[src/sms_pkg.sv]
package sms_pkg;

   ////////////////////////////////////////////////////////////////////////////
   // Register offsets
   localparam logic [7:0]  SMS_ADDR_SIN      = 8'h24;
   localparam logic [7:0]  SMS_ADDR_COS      = 8'h26;
   localparam logic [7:0]  SMS_ADDR_SHIFT    = 8'h2E;
   localparam logic [7:0]  SMS_ADDR_BIAS     = 8'h3A;
   localparam logic [7:0]  SMS_ADDR_CTRL     = 8'h3C;
   localparam logic [7:0]  SMS_ADDR_WAVE_SIN = 8'h40;
   localparam logic [7:0]  SMS_ADDR_WAVE_COS = 8'h42;

   ////////////////////////////////////////////////////////////////////////////
   // Values after reset
   localparam logic [15:0] SMS_RST_SIN       = 16'h1FFF;
   localparam logic [15:0] SMS_RST_COS       = 16'h2FFF;
   localparam logic [3:0]  SMS_RST_SHIFT     = 4'h4;
   localparam logic [7:0]  SMS_RST_BIAS      = 8'h00;
   localparam logic [7:0]  SMS_RST_CTRL      = 8'h00;

   ////////////////////////////////////////////////////////////////////////////
   // Amplitude and wave limits
   localparam logic [15:0] SMS_AMP_MAX       = 16'h3FFF;
   localparam logic [15:0] SMS_AMP_MIN       = 16'hC001;
   localparam logic [16:0] SMS_WAVE_POS      = 17'h04000;
   localparam logic [16:0] SMS_WAVE_NEG      = 17'h1C000;
   localparam logic [7:0]  SMS_DAC_FULL      = 8'hFF;

   ////////////////////////////////////////////////////////////////////////////
   // Control register fields
   localparam int unsigned SMS_CTRL_OSC_EN   = 0;
   localparam int unsigned SMS_CTRL_PAT_EN   = 1;
   localparam int unsigned SMS_CTRL_SEL      = 2;
   localparam int unsigned SMS_CTRL_STEP_LSB = 4;
   localparam int unsigned SMS_CTRL_MOT_LSB  = 6;
   localparam logic [1:0]  SMS_STEP_SINE     = 2'h3;
   localparam logic [1:0]  SMS_MOTOR_SINE    = 2'h0;

   ////////////////////////////////////////////////////////////////////////////
   // Carriers
   typedef struct packed {
      logic [7:0]  addr;
      logic [15:0] wdata;
      logic        wr;
      logic        rd;
   } sms_bus_t;

   typedef struct packed {
      logic [15:0] s;
      logic [15:0] c;
   } sms_wave_t;

   typedef struct packed {
      logic [15:0] sin_amp;
      logic [15:0] cos_amp;
      logic [3:0]  shift;
      logic [7:0]  bias;
      logic [7:0]  ctrl;
      sms_wave_t   wave;
      logic [15:0] rdata;
      logic [7:0]  coil_a;
      logic [7:0]  coil_b;
      logic [9:0]  phase;
   } sms_state_t;

   localparam sms_state_t SMS_STATE_RST = '{sin_amp: SMS_RST_SIN,
                                            cos_amp: SMS_RST_COS,
                                            shift:   SMS_RST_SHIFT,
                                            bias:    SMS_RST_BIAS,
                                            ctrl:    SMS_RST_CTRL,
                                            default: '0};

endpackage

[src/sms_microstep.sv]
//////////////////////////////////////////////////////////////////////////////
// Summary of operation
// Sine amplitude is a signed 16-bit register, 1FFFh after reset.
// Cosine amplitude is a signed 16-bit register, 2FFFh after reset.
// Amplitudes above 3FFFh are limited to 3FFFh; usable down to C001h.
// Iteration arithmetic is wide enough to see values leave the range.
// An overflowing sample saturates to +16384 or -16384 by sign.
// Back inside the limit, the wave continues normally, nothing held.
// One 8-bit DC offset is added to both sine and cosine.
// New sine = sine + cosine>>k; new cosine = cosine - new sine>>k.
// Shift k comes from a 4-bit register, 4h after reset.
// Steps per wave follow from k, roughly 2^(k+2)+2*2^k+k.
// Small amplitude difference gives a linear ramp, smaller a constant.
// Software keeps squared amplitudes plus offset within 16384 squared.
// In sine-step mode both DACs show the absolute wave values.
// Phase bit 0 follows sine sign, phase bit 2 cosine sign.
// DAC magnitudes are 8 bits, so large k only slows motion.
// Software selects sine-step by enable with pattern enable clear, step type 11, motor type 00.
// With the select bit set, the sine wave drives all ten phase lines.
// One iteration per ramp step pulse, in the pulse's direction.
`timescale 1ns/10ps
module sms_microstep (
   input  wire logic              clk,
   input  wire logic              rst_n,
   input  wire sms_pkg::sms_bus_t bus,
   input  wire logic              step_pulse,
   input  wire logic              step_dir,
   output logic [15:0]            rdata,
   output logic [7:0]             coil_a_level,
   output logic [7:0]             coil_b_level,
   output logic [9:0]             phase_out_lines
);

   ////////////////////////////////////////////////////////////////////////////
   // Helpers

   // Amplitude limited into the usable range before it seeds the oscillator
   function automatic logic [15:0] clip_amp(input logic [15:0] a);
      logic [15:0] r;
      r = a;
      if ($signed(a) > $signed(sms_pkg::SMS_AMP_MAX)) begin
         r = sms_pkg::SMS_AMP_MAX;
      end else if ($signed(a) < $signed(sms_pkg::SMS_AMP_MIN)) begin
         r = sms_pkg::SMS_AMP_MIN;
      end
      return r;
   endfunction

   // Absolute value scaled to the DAC; full scale is 16384
   function automatic logic [7:0] mag8(input logic [16:0] x);
      logic [16:0] a;
      logic [7:0]  r;
      a = x[16] ? (~x + 17'h00001) : x;
      r = a[13:6];
      if (a[16:6] > 11'h0FF) begin
         r = sms_pkg::SMS_DAC_FULL;
      end
      return r;
   endfunction

   sms_pkg::sms_state_t st;
   sms_pkg::sms_state_t next_st;
   sms_pkg::sms_wave_t  step_wave;
   logic                osc_en;
   logic                pat_en;
   logic                sel_wave;
   logic [1:0]          step_type;
   logic [1:0]          motor_type;
   logic                sine_mode;
   logic [16:0]         bias_ext;
   logic [16:0]         bias_s;
   logic [16:0]         bias_c;

   assign osc_en     = st.ctrl[sms_pkg::SMS_CTRL_OSC_EN];
   assign pat_en     = st.ctrl[sms_pkg::SMS_CTRL_PAT_EN];
   assign sel_wave   = st.ctrl[sms_pkg::SMS_CTRL_SEL];
   assign step_type  = st.ctrl[sms_pkg::SMS_CTRL_STEP_LSB +: 2];
   assign motor_type = st.ctrl[sms_pkg::SMS_CTRL_MOT_LSB +: 2];
   // Other step modes live elsewhere; only this combination is served here
   assign sine_mode  = osc_en && !pat_en
                       && (step_type == sms_pkg::SMS_STEP_SINE)
                       && (motor_type == sms_pkg::SMS_MOTOR_SINE);

   // Offset counts in DAC steps, so one unit is 64 wave units
   assign bias_ext = {3'h0, st.bias, 6'h00};
   assign bias_s   = {st.wave.s[15], st.wave.s} + bias_ext;
   assign bias_c   = {st.wave.c[15], st.wave.c} + bias_ext;

   ////////////////////////////////////////////////////////////////////////////
   // Oscillator iteration

   sms_step_core u_core (
      .wave_in  (st.wave),
      .dir      (step_dir),
      .shift    (st.shift),
      .wave_out (step_wave)
   );

   ////////////////////////////////////////////////////////////////////////////
   // Next state

   always_comb begin
      next_st = st;

      // Register writes
      if (bus.wr) begin
         if (bus.addr == sms_pkg::SMS_ADDR_SIN) begin
            next_st.sin_amp = bus.wdata;
         end else if (bus.addr == sms_pkg::SMS_ADDR_COS) begin
            next_st.cos_amp = bus.wdata;
         end else if (bus.addr == sms_pkg::SMS_ADDR_SHIFT) begin
            next_st.shift = bus.wdata[3:0];
         end else if (bus.addr == sms_pkg::SMS_ADDR_BIAS) begin
            next_st.bias = bus.wdata[7:0];
         end else if (bus.addr == sms_pkg::SMS_ADDR_CTRL) begin
            next_st.ctrl = bus.wdata[7:0];
         end
      end

      // Read data stand for one cycle only, zero otherwise
      next_st.rdata = '0;
      if (bus.rd) begin
         if (bus.addr == sms_pkg::SMS_ADDR_SIN) begin
            next_st.rdata = st.sin_amp;
         end else if (bus.addr == sms_pkg::SMS_ADDR_COS) begin
            next_st.rdata = st.cos_amp;
         end else if (bus.addr == sms_pkg::SMS_ADDR_SHIFT) begin
            next_st.rdata = {12'h000, st.shift};
         end else if (bus.addr == sms_pkg::SMS_ADDR_BIAS) begin
            next_st.rdata = {8'h00, st.bias};
         end else if (bus.addr == sms_pkg::SMS_ADDR_CTRL) begin
            next_st.rdata = {8'h00, st.ctrl};
         end else if (bus.addr == sms_pkg::SMS_ADDR_WAVE_SIN) begin
            next_st.rdata = st.wave.s;
         end else if (bus.addr == sms_pkg::SMS_ADDR_WAVE_COS) begin
            next_st.rdata = st.wave.c;
         end
      end

      // Stopped oscillator tracks the programmed start amplitudes
      if (!osc_en) begin
         next_st.wave.s = clip_amp(st.sin_amp);
         next_st.wave.c = clip_amp(st.cos_amp);
      end else if (step_pulse) begin
         next_st.wave = step_wave;
      end

      // Outputs
      next_st.coil_a = '0;
      next_st.coil_b = '0;
      next_st.phase  = '0;
      if (sine_mode) begin
         next_st.coil_a = mag8(bias_s);
         next_st.coil_b = mag8(bias_c);
         if (sel_wave) begin
            next_st.phase = bias_s[15:6];
         end else begin
            next_st.phase = {7'h00, bias_c[16], 1'b0, bias_s[16]};
         end
      end
   end

   ////////////////////////////////////////////////////////////////////////////
   // State register

   always_ff @(posedge clk) begin
      if (!rst_n) begin
         st <= sms_pkg::SMS_STATE_RST;
      end else begin
         st <= next_st;
      end
   end

   assign rdata           = st.rdata;
   assign coil_a_level    = st.coil_a;
   assign coil_b_level    = st.coil_b;
   assign phase_out_lines = st.phase;

   ////////////////////////////////////////////////////////////////////////////
   // Checks

   sin_reset_a: assert property (@(posedge clk) !rst_n |=> st.sin_amp == 16'h1FFF)
      else $error("sine amplitude not 1FFFh after reset");

   cos_reset_a: assert property (@(posedge clk) !rst_n |=> st.cos_amp == 16'h2FFF)
      else $error("cosine amplitude not 2FFFh after reset");

   shift_reset_a: assert property (@(posedge clk) !rst_n |=> st.shift == 4'h4)
      else $error("resolution shift not 4h after reset");

   amp_clip_a: assert property (@(posedge clk) disable iff (!rst_n)
      (!osc_en && $signed(st.sin_amp) > $signed(16'h3FFF)) |=> st.wave.s == 16'h3FFF)
      else $error("oversized sine amplitude not limited to 3FFFh");

   wave_sat_a: assert property (@(posedge clk) disable iff (!rst_n)
      osc_en |-> ($signed(st.wave.s) <= 16384 && $signed(st.wave.s) >= -16384
                  && $signed(st.wave.c) <= 16384 && $signed(st.wave.c) >= -16384))
      else $error("wave sample outside saturation limits");

   step_hold_a: assert property (@(posedge clk) disable iff (!rst_n)
      (osc_en && !step_pulse) |=> $stable(st.wave))
      else $error("oscillator moved without a step pulse");

   step_move_a: assert property (@(posedge clk) disable iff (!rst_n)
      (osc_en && step_pulse && step_dir && $signed(st.wave.c) > 0)
      |=> $signed(st.wave.s) >= $signed($past(st.wave.s)))
      else $error("forward step with positive cosine lowered the sine");

   coil_off_a: assert property (@(posedge clk) disable iff (!rst_n)
      !sine_mode |=> (coil_a_level == 8'h00 && coil_b_level == 8'h00))
      else $error("coil levels driven outside sine-step mode");

   phase_sign_a: assert property (@(posedge clk) disable iff (!rst_n)
      (sine_mode && !sel_wave) |=> (phase_out_lines[0] == $past(bias_s[16])
                                    && phase_out_lines[2] == $past(bias_c[16])
                                    && phase_out_lines[1] == 1'b0))
      else $error("phase bits do not follow the wave signs");

   phase_wave_a: assert property (@(posedge clk) disable iff (!rst_n)
      (sine_mode && sel_wave) |=> phase_out_lines == $past(bias_s[15:6]))
      else $error("phase lines do not carry the sine wave");

   bias_reset_a: assert property (@(posedge clk) !rst_n |=> st.bias == 8'h00)
      else $error("offset not zero after reset");

   out_reset_a: assert property (@(posedge clk) !rst_n |=> coil_a_level == 8'h00)
      else $error("coil level not zero after reset");

   sin_write_a: assert property (@(posedge clk) disable iff (!rst_n)
      (bus.wr && bus.addr == sms_pkg::SMS_ADDR_SIN) |=> st.sin_amp == $past(bus.wdata))
      else $error("sine amplitude write not taken");

   cos_write_a: assert property (@(posedge clk) disable iff (!rst_n)
      (bus.wr && bus.addr == sms_pkg::SMS_ADDR_COS) |=> st.cos_amp == $past(bus.wdata))
      else $error("cosine amplitude write not taken");

   shift_write_a: assert property (@(posedge clk) disable iff (!rst_n)
      (bus.wr && bus.addr == sms_pkg::SMS_ADDR_SHIFT) |=> st.shift == $past(bus.wdata[3:0]))
      else $error("resolution shift write not taken");

   bias_write_a: assert property (@(posedge clk) disable iff (!rst_n)
      (bus.wr && bus.addr == sms_pkg::SMS_ADDR_BIAS) |=> st.bias == $past(bus.wdata[7:0]))
      else $error("offset write not taken");

   sin_floor_a: assert property (@(posedge clk) disable iff (!rst_n)
      (!osc_en && $signed(st.sin_amp) < $signed(16'hC001)) |=> st.wave.s == 16'hC001)
      else $error("undersized sine amplitude not limited to C001h");

   cos_clip_a: assert property (@(posedge clk) disable iff (!rst_n)
      (!osc_en && $signed(st.cos_amp) > $signed(16'h3FFF)) |=> st.wave.c == 16'h3FFF)
      else $error("oversized cosine amplitude not limited to 3FFFh");

   cos_floor_a: assert property (@(posedge clk) disable iff (!rst_n)
      (!osc_en && $signed(st.cos_amp) < $signed(16'hC001)) |=> st.wave.c == 16'hC001)
      else $error("undersized cosine amplitude not limited to C001h");

   amp_track_a: assert property (@(posedge clk) disable iff (!rst_n)
      (!osc_en && $signed(st.sin_amp) <= $signed(16'h3FFF)
       && $signed(st.sin_amp) >= $signed(16'hC001)) |=> st.wave.s == $past(st.sin_amp))
      else $error("in-range sine amplitude not passed through");

   step_load_a: assert property (@(posedge clk) disable iff (!rst_n)
      (osc_en && step_pulse) |=> st.wave == $past(step_wave))
      else $error("step pulse did not load one iteration");

   step_back_a: assert property (@(posedge clk) disable iff (!rst_n)
      (osc_en && step_pulse && !step_dir && $signed(st.wave.s) > 0)
      |=> $signed(st.wave.c) >= $signed($past(st.wave.c)))
      else $error("reverse step with positive sine lowered the cosine");

   level_a_a: assert property (@(posedge clk) disable iff (!rst_n)
      (sine_mode && bias_s[16:14] == 3'h0) |=> coil_a_level == $past(bias_s[13:6]))
      else $error("coil a level does not follow the sine magnitude");

   level_b_a: assert property (@(posedge clk) disable iff (!rst_n)
      (sine_mode && bias_c[16:14] == 3'h0) |=> coil_b_level == $past(bias_c[13:6]))
      else $error("coil b level does not follow the cosine magnitude");

   level_full_a: assert property (@(posedge clk) disable iff (!rst_n)
      (sine_mode && !bias_s[16] && bias_s[15:14] != 2'h0) |=> coil_a_level == 8'hFF)
      else $error("coil a level not held at full scale");

   phase_off_a: assert property (@(posedge clk) disable iff (!rst_n)
      !sine_mode |=> phase_out_lines == 10'h000)
      else $error("phase lines driven outside sine-step mode");

   rdata_idle_a: assert property (@(posedge clk) disable iff (!rst_n)
      !bus.rd |=> rdata == 16'h0000)
      else $error("read data present without a read strobe");

   // Reads of the live wave must show the registered sample, not the next one
   wave_read_a: assert property (@(posedge clk) disable iff (!rst_n)
      (bus.rd && bus.addr == sms_pkg::SMS_ADDR_WAVE_SIN) |=> rdata == $past(st.wave.s))
      else $error("wave sine readback wrong");

endmodule // sms_microstep

[src/sms_step_core.sv]
`timescale 1ns/10ps
module sms_step_core (
   input  wire sms_pkg::sms_wave_t wave_in,
   input  wire logic               dir,
   input  wire logic [3:0]         shift,
   output sms_pkg::sms_wave_t      wave_out
);

   // Clip to the wave limit; values back in range pass through unchanged
   function automatic logic [15:0] sat(input logic [16:0] x);
      logic [15:0] r;
      r = x[15:0];
      if ($signed(x) > $signed(sms_pkg::SMS_WAVE_POS)) begin
         r = sms_pkg::SMS_WAVE_POS[15:0];
      end else if ($signed(x) < $signed(sms_pkg::SMS_WAVE_NEG)) begin
         r = sms_pkg::SMS_WAVE_NEG[15:0];
      end
      return r;
   endfunction

   logic signed [15:0] s_sh;
   logic signed [15:0] c_sh;
   logic signed [15:0] s_new;
   logic signed [15:0] c_new;
   logic signed [15:0] s_new_sh;
   logic signed [15:0] c_new_sh;
   logic        [16:0] s_sum;
   logic        [16:0] c_sum;

   ////////////////////////////////////////////////////////////////////////////
   // One iteration; reverse runs the same recurrence backwards, exactly while no sample saturates
   always_comb begin
      s_sh     = $signed(wave_in.s) >>> shift;
      c_sh     = $signed(wave_in.c) >>> shift;
      s_sum    = '0;
      c_sum    = '0;
      s_new    = '0;
      c_new    = '0;
      s_new_sh = '0;
      c_new_sh = '0;
      if (dir) begin
         // Extra bit so an excursion past the limit is seen
         s_sum    = {wave_in.s[15], wave_in.s} + {c_sh[15], c_sh};
         s_new    = $signed(sat(s_sum));
         s_new_sh = s_new >>> shift;
         c_sum    = {wave_in.c[15], wave_in.c} - {s_new_sh[15], s_new_sh};
         c_new    = $signed(sat(c_sum));
      end else begin
         c_sum    = {wave_in.c[15], wave_in.c} + {s_sh[15], s_sh};
         c_new    = $signed(sat(c_sum));
         c_new_sh = c_new >>> shift;
         s_sum    = {wave_in.s[15], wave_in.s} - {c_new_sh[15], c_new_sh};
         s_new    = $signed(sat(s_sum));
      end
      wave_out.s = s_new;
      wave_out.c = c_new;
   end

endmodule // sms_step_core

[config.mk]
export PLATFORM = sky130hd
export DESIGN_NAME = sms_microstep
export DESIGN_NICKNAME = d
export VERILOG_FILES = /design/src/sms_pkg.sv /design/src/sms_microstep.sv /design/src/sms_step_core.sv
export SDC_FILE = /design/constraint.sdc
export NUM_CORES = 1
export LEC_CHECK = 0
export BUFFER_PORTS_ARGS = -buffer_cell sky130_fd_sc_hd__buf_2
export CORE_ASPECT_RATIO = 0.75
export CORE_MARGIN = 5
export CORE_UTILIZATION = 45
export DETAILED_ROUTE_END_ITERATION = 6
export GPL_TIMING_DRIVEN = 1
export MAX_ROUTING_LAYER = met4
export PLACE_DENSITY = 0.74
export SETUP_SLACK_MARGIN = 0.2
export SYNTH_ARGS = -nofsm -noshare
export SYNTH_HDL_FRONTEND = slang
export SYNTH_SLANG_ARGS = --single-unit
[constraint.sdc]
create_clock -name clk -period 10.8 [get_ports clk]
set_input_delay 2.16 -clock clk [delete_from_list [all_inputs] [get_ports clk]]
set_output_delay 2.16 -clock clk [all_outputs]
set_load 0.01 [all_outputs]
* Word level (Yosys, flattened, before mapping)
Index checks and enable logic that the tools add are counted.
Word-level totals: flip-flop bits (word level) 126, input bits 30, output and inout bits 42, logic and storage cells 96
Operators by class: $add $sub $neg 8, order comparisons 14, eq/ne operators 9, shifts and indexed selects 4, multiplexer cells 30, bitwise gates (word level) 6, reductions and logical operators 13
Operators with widths (number):
- $mux 16 | 23
- $gt 17x16->1 const B | 4
- $lt 17x15->1 const B | 4
- $mux 32 | 2
- $sshr 16x4->16 | 4
- $eq 8x6->1 const B | 5
- $add 16x15->17 | 2
- $add 16x16->17 | 2
- $add 17x1->17 const B | 2
- $mux 17 | 2
- $not 17->17 | 2
- $sub 16x16->17 | 2
- $gt 16x15->1 const B | 2
- $lt 16x15->1 const B | 2
- $gt 11x8->1 const B | 2
- $eq 8x7->1 const B | 2
- $mux 8 | 2
- $reduce_and 2->1 | 3
- $reduce_and 3->1 | 2
- $reduce_and 6->1 | 1
- $reduce_and 5->1 | 1
- $not 1->1 | 4
- $reduce_and 4->1 | 1
- $logic_and 1x1->1 | 3
- 5 further kinds | 5

* Logic depth before layout (Yosys ltp)
depth after elaboration 14, mapped depth 33

* Hierarchy
Synthesis repeated with hierarchy kept, for this count alone.
Second synthesis, totals: cell total of the unflattened synthesis 1818, area total of the unflattened synthesis 13668.1 µm²
By module, submodules not included:
- sms_microstep | times used 1, cells each 827, area each 6872.8 µm², seq. area each 2522.4 µm²
- sms_step_core | times used 1, cells each 991, area each 6795.3 µm², seq. area each 0.0 µm²

* Worst setup path after synthesis
No wires, ideal clock.
path type register -> register, from register st[90] in the netlist's numbering, to register st[59] in the netlist's numbering, data arrival time 7287 ps, path slack 3434 ps, cell stages (with the launch flop) 30, cells stage by stage dfxtp_1 -> buf_1 -> clkbuf_1 -> mux4_2 -> mux2i_1 -> o21ai_0 -> ha_1 -> fa_1 -> a211oi_1 -> o31a_2 -> a21oi_1 -> o211a_1 -> o21ai_2 -> inv_1 -> nor3_2 -> a211oi_4 -> buf_6 -> a2111oi_0 -> a21oi_1 -> fa_1 -> a211o_1 -> a21oi_1 -> o311ai_1 -> nand4_1 -> or4bb_1 -> or3_1 -> o31ai_1 -> buf_2 -> nor2_1 -> o211ai_1
Between the ends: longest elaborated chain between the ends 14, elaborated cells between the ends (all ways) 23, those cells by class 3 x add/sub; 6 x order compare; 3 x shift; 11 x mux
RTL lines:
- from (decl) | line sms_microstep.sv:61 | sms_pkg::sms_state_t st;
- from (signal assigned) | line sms_microstep.sv:168 | st <= sms_pkg::SMS_STATE_RST;
- from (signal assigned) | line sms_microstep.sv:170 | st <= next_st;
- $sshr 16x4->16 | line sms_step_core.sv:33 | s_sh = $signed(wave_in.s) >>> shift;
- $add 16x16->17 | line sms_step_core.sv:49 | c_sum = {wave_in.c[15], wave_in.c} + {s_sh[15], s_sh};
- $lt 17x15->1 | line sms_step_core.sv:15 | end else if ($signed(x) < $signed(sms_pkg::SMS_WAVE_NEG)) begin
- $mux 16 | line sms_step_core.sv:15
- $mux 16 | line sms_step_core.sv:13 | if ($signed(x) > $signed(sms_pkg::SMS_WAVE_POS)) begin
- $mux 16 | line sms_step_core.sv:41 | if (dir) begin
- $sshr 16x4->16 | line sms_step_core.sv:51 | c_new_sh = c_new >>> shift;
- $sub 16x16->17 | line sms_step_core.sv:52 | s_sum = {wave_in.s[15], wave_in.s} - {c_new_sh[15], c_new_sh};
- $lt 17x15->1 | line sms_step_core.sv:15
- $mux 16 | line sms_step_core.sv:15
- $mux 16 | line sms_step_core.sv:13
- $mux 16 * | line sms_step_core.sv:41
- $mux 32 * | line sms_microstep.sv:144 | end else if (step_pulse) begin
- $mux 32 * | line sms_microstep.sv:141 | if (!osc_en) begin
Mark *: on every way between the ends. The rest lies on a longest branch, timed or not. The select of a mux whose other input is x is not followed. A chain may end at the register's enable or synchronous reset.

* Worst setup path after layout
from register st[91] in the netlist's numbering, to register st[64] in the netlist's numbering
Same word-level chain as after synthesis.

==> impl_table.tex <==
\begin{tabular}{lr}
\hline
Metric & Value \\
\hline
\multicolumn{2}{l}{\textbf{Critical path}} \\
\quad Beginning of the critical path & st[91] \\
\quad Crit end category & flip-flop \\
\quad Arrival time of the worst setup path & 9940 ps \\
\quad Largest delay share family, worst path & compound AO/OA/AOI/OAI gates \\
\quad Path length in cells of the critical path & 30 \\
\quad Crit Path Category & flip-flop to flip-flop \\
\quad Cell repeated most along the worst path & sky130\_fd\_sc\_hd\_\_a21oi\_1 \\
\quad Critical-path maximum fanout & 26 \\
\quad RR Endpoint & st[64] \\
\quad Critical path's largest stage delay & 780 ps \\
\quad Crit Reg-Reg Startpoint & st[91] \\
\quad Reg2Reg Setup Slack & 1220 ps \\
\quad Critical-path top delay cell & sky130\_fd\_sc\_hd\_\_a2111oi\_0 \\
\quad WP buf/inv & 3 \\
\quad Worst Reg2Reg Path Length in Cells & 30 \\
\quad Critical Path Source Type & flip-flop \\
\quad Worst EP required & 11160 ps \\
\multicolumn{2}{l}{\textbf{Placement}} \\
\quad HPWL after detailed placement & 40300 um \\
\quad Placed inst area & 13700 um\^{}2 \\
\quad Placed cell count & 2114 \\
\quad Final weighted congestion of routability-driven global placement & 1.13 \\
\quad Count of buffers inserted at the top-level ports & 71 \\
\quad Worst slack after detailed placement & 1720 ps \\
\multicolumn{2}{l}{\textbf{Floorplan}} \\
\quad Core Region & 29300 um\^{}2 \\
\quad Die width & 210 um \\
\quad Die Ht & 160 um \\
\quad Number of core rows & 54 \\
\quad Die ar. & 33500 um\^{}2 \\
\quad Initial Util & 46.0\% \\
\quad I/O pin cnt & 72 \\
\multicolumn{2}{l}{\textbf{Yosys}} \\
\quad Distinct cell type count after synthesis & 104 \\
\quad Adder and majority gate portion of the synthesized area & 8.43\% \\
\quad Sequential-to-total area share from yosys stat & 18.8\% \\
\quad Fraction of the mapped netlist area in compound gates & 30.3\% \\
\quad Number of standard cells after synthesis & 1775 \\
\quad Xor/xnor share of the synthesized area & 4.04\% \\
\quad Largest family of logic cells by synthesized area & compound AO/OA/AOI/OAI gates \\
\quad FFs w/ async S/R, synth & 0\% \\
\quad Syn Nets & 1892 \\
\quad Most used standard cells in the synthesized netlist & 190 x sky130\_fd\_sc\_hd\_\_nand2\_1, 160 x sky130\_fd\_sc\_hd\_\_a21oi\_1, 158 x sky130\_fd\_sc\_hd\_\_nor2\_1 \\
\quad Mapped cell area & 13400 um\^{}2 \\
\quad Synth area leader & sky130\_fd\_sc\_hd\_\_dfxtp\_1 \\
\quad Most common cell in the netlist & sky130\_fd\_sc\_hd\_\_nand2\_1 \\
\quad Leading cell types by total area after synthesis & sky130\_fd\_sc\_hd\_\_dfxtp\_1 19\%, sky130\_fd\_sc\_hd\_\_ha\_1 7.5\%, sky130\_fd\_sc\_hd\_\_a21oi\_1 6.0\%, sky130\_fd\_sc\_hd\_\_nand2\_1 5.3\%, sky130\_fd\_sc\_hd\_\_nor2\_1 4.4\% \\
\quad Top cell type's share of synthesized area & 18.8\% \\
\quad Proportion of synthesized area in mux cells & 9.77\% \\
\quad Avg Inst Size Synth & 7.58 um\^{}2 \\
\quad Post-synthesis simple-gate area fraction & 21.7\% \\
\quad Ys flop type & sky130\_fd\_sc\_hd\_\_dfxtp\_1 \\
\quad EDFF count, synth & 0 \\
\quad Yosys warnings & 0 \\
\quad Synthesis-stage register bit count & 126 \\
\multicolumn{2}{l}{\textbf{Routing}} \\
\quad Pre-antenna DRT Iters & 7 \\
\quad Antenna-violating nets left & 0 \\
\quad Initial drt markers & 2363 \\
\quad Vias/cell & 6.90 \\
\quad Vias post-DR & 14812 \\
\quad DR WL/cell & 25.1 um \\
\quad Final Routed Wirelength & 53900 um \\
\quad DRC viols & 16 \\
\multicolumn{2}{l}{\textbf{Clock tree}} \\
\quad Clk buf depth & 2 \\
\quad Total of hold buffers inserted after clock tree synthesis & 0 \\
\quad Postcts setup bufs & 0 \\
\quad Clock slew seen by the registers of the worst setup and hold paths & 70 ps \\
\quad Clock latency of the later-clocked register in the worst-skew pair & 430 ps \\
\quad TritonCTS clock tree & built \\
\quad Num Clock Sinks & 126 \\
\quad Number of gates resized after cts & 0 \\
\quad Buffer type at the clock tree root & sky130\_fd\_sc\_hd\_\_clkbuf\_16 \\
\quad TritonCTS Buffers & 17 \\
\quad H-tree Lvls & 4 \\
\multicolumn{2}{l}{\textbf{STA}} \\
\quad Maximum clock frequency & 104 MHz \\
\quad Total Neg Setup Slack & 0 ps \\
\quad Final-report max-slew violation count & 0 \\
\quad Final setup violation count & 0 \\
\quad Final hold slack & 505 ps \\
\quad Count of final hold-check violations & 0 \\
\quad Worst-case headroom to the max-slew limit & 11.0\% \\
\quad Setup clock skew after layout & 11.6 ps \\
\quad Setup repair after global routing missed its margin & no \\
\quad Slack of the critical path & 1220 ps \\
\quad Transition at the pin with the smallest max-transition slack & 1330 ps \\
\quad Post-route clock period utilization & 88.7\% \\
\quad Minimum period implied by the final worst setup slack & 9580 ps \\
\multicolumn{2}{l}{\textbf{Power and ir drop}} \\
\quad Power density relative to cell area & 114 nW/um\^{}2 \\
\quad Total power of the final layout & 1.63 mW \\
\quad IR Drop Worst-Case VDD & 0.109 mV \\
\quad Leakage & 5.91 nW \\
\multicolumn{2}{l}{\textbf{Cells and area}} \\
\quad Final-layout fill cell count & 2835 \\
\quad Fin cells & 2148 \\
\quad Layout cell share with drive strength beyond 1 & 12.4\% \\
\quad Fin util & 48.9\% \\
\quad Area growth from synthesis to final layout & 6.29\% \\
\quad Final net count & 1858 \\
\quad Post-layout instance area & 14300 um\^{}2 \\
\multicolumn{2}{l}{\textbf{Hold path}} \\
\quad Hold path depth & 2 \\
\quad Path type of the worst min-delay path & flip-flop to flip-flop \\
\quad Sink of the worst hold path & st[106] \\
\quad Origin of the worst min-delay path & st[106] \\
\multicolumn{2}{l}{\textbf{Run}} \\
\quad Number of maximum-capacitance violations & 0 \\
\multicolumn{2}{l}{\textbf{Global route}} \\
\quad Final global-route overflow total & 0 \\
\quad Overall Global Routing Usage & 31.4\% \\
\quad Vias in the first global route & 13146 \\
\quad Pin count of the biggest net entering global routing & 54 \\
\quad Antenna violations before repair & 0 \\
\quad First-pass GRT wire length & 80600 um \\
\multicolumn{2}{l}{\textbf{Outcome}} \\
\quad Violated checks & DRC \\
\quad Run status & complete, but fails checks \\
\hline
\end{tabular}
report_power, final:
group / switching (mW) / internal, mW / total, mW / leakage [nW]
sequential: 0.0330 / 0.471 / 0.504 / 1.03
clock: 0.266 / 0.305 / 0.571 / 0.279
combinational: 0.353 / 0.204 / 0.557 / 4.60
flip-flops by register name (all words and copies together) (netlist names):
signal           cells
sel_wave             1
coil_a_level         8
coil_b_level         8
bias_ext             8
rdata               16
osc_en               1
phase_out_lines     10
st                  71
motor_type           2
pat_en               1
worst reg2reg max path, delay by kind of cell (launching register included):
family	cells	cell delay [ps]
compound gates	15	4020
fa+ha+maj	3	1210
buf+inv	3	1050
flops	1	670
mux	2	700
simple gates	7	1880
area by class of cell:
type | instances | area [um^2] | area share (%)
multi-input cells | 1449 | 9970 | 69.8
flip-flops and latches | 126 | 2520 | 17.7
repair buffers | 96 | 543 | 3.80
well taps | 392 | 490 | 3.43
clock buffers | 17 | 425 | 2.98
inverters | 51 | 191 | 1.34
clock inverters | 15 | 141 | 0.989
diodes | 2 | 5.00 | 0.0350
placed cells by master, fill, tap and decap left out, types with 16 or more instances in the layout:
cell type	instances
sky130_fd_sc_hd__o21ai_0	107
sky130_fd_sc_hd__buf_2	71
sky130_fd_sc_hd__a31oi_1	24
sky130_fd_sc_hd__o221ai_1	22
sky130_fd_sc_hd__buf_4	25
sky130_fd_sc_hd__nand3_1	60
sky130_fd_sc_hd__a211oi_1	36
sky130_fd_sc_hd__dfxtp_1	124
sky130_fd_sc_hd__xor2_1	26
sky130_fd_sc_hd__nor2_1	158
sky130_fd_sc_hd__a22oi_1	16
sky130_fd_sc_hd__a21o_1	34
sky130_fd_sc_hd__a21oi_1	160
sky130_fd_sc_hd__a221oi_1	17
sky130_fd_sc_hd__o211ai_1	25
sky130_fd_sc_hd__nand2_1	190
sky130_fd_sc_hd__inv_1	48
sky130_fd_sc_hd__mux2_2	18
sky130_fd_sc_hd__mux4_2	24
sky130_fd_sc_hd__nand2b_1	19
sky130_fd_sc_hd__ha_1	81
sky130_fd_sc_hd__o31ai_1	16
sky130_fd_sc_hd__nor4_1	20
sky130_fd_sc_hd__nor2b_1	36
sky130_fd_sc_hd__nor3_1	25
sky130_fd_sc_hd__mux2i_1	57
sky130_fd_sc_hd__xnor2_1	36
sky130_fd_sc_hd__clkbuf_16	17
cell families after synthesis:
logic type | count (synthesis)
AND/OR/NAND/NOR | 603
buffers and inverters | 200
flip-flops | 126
XOR/XNOR | 62
multiplexers | 99
adder cells (fa/ha/maj) | 87
AO/OA/AOI/OAI | 598
metal layers:
metal | track usage, % | wire, um
met2 | 41.3 | 20900
met3 | 12.7 | 8460
met1 | 43.9 | 22400
met4 | 8.78 | 2120
met5 | - | 0
how the worst max path moves through the flow:
stage / endpoint / slack (ps)
finish: st[64] / 1220
detailed placement: st[67] / 1720
floorplan: st[59] / 3430
global placement: st[67] / 2030
CTS: st[67] / 1660
global route: st[62] / 1050
No activity file was read; power rests on OpenSTA's default activity.
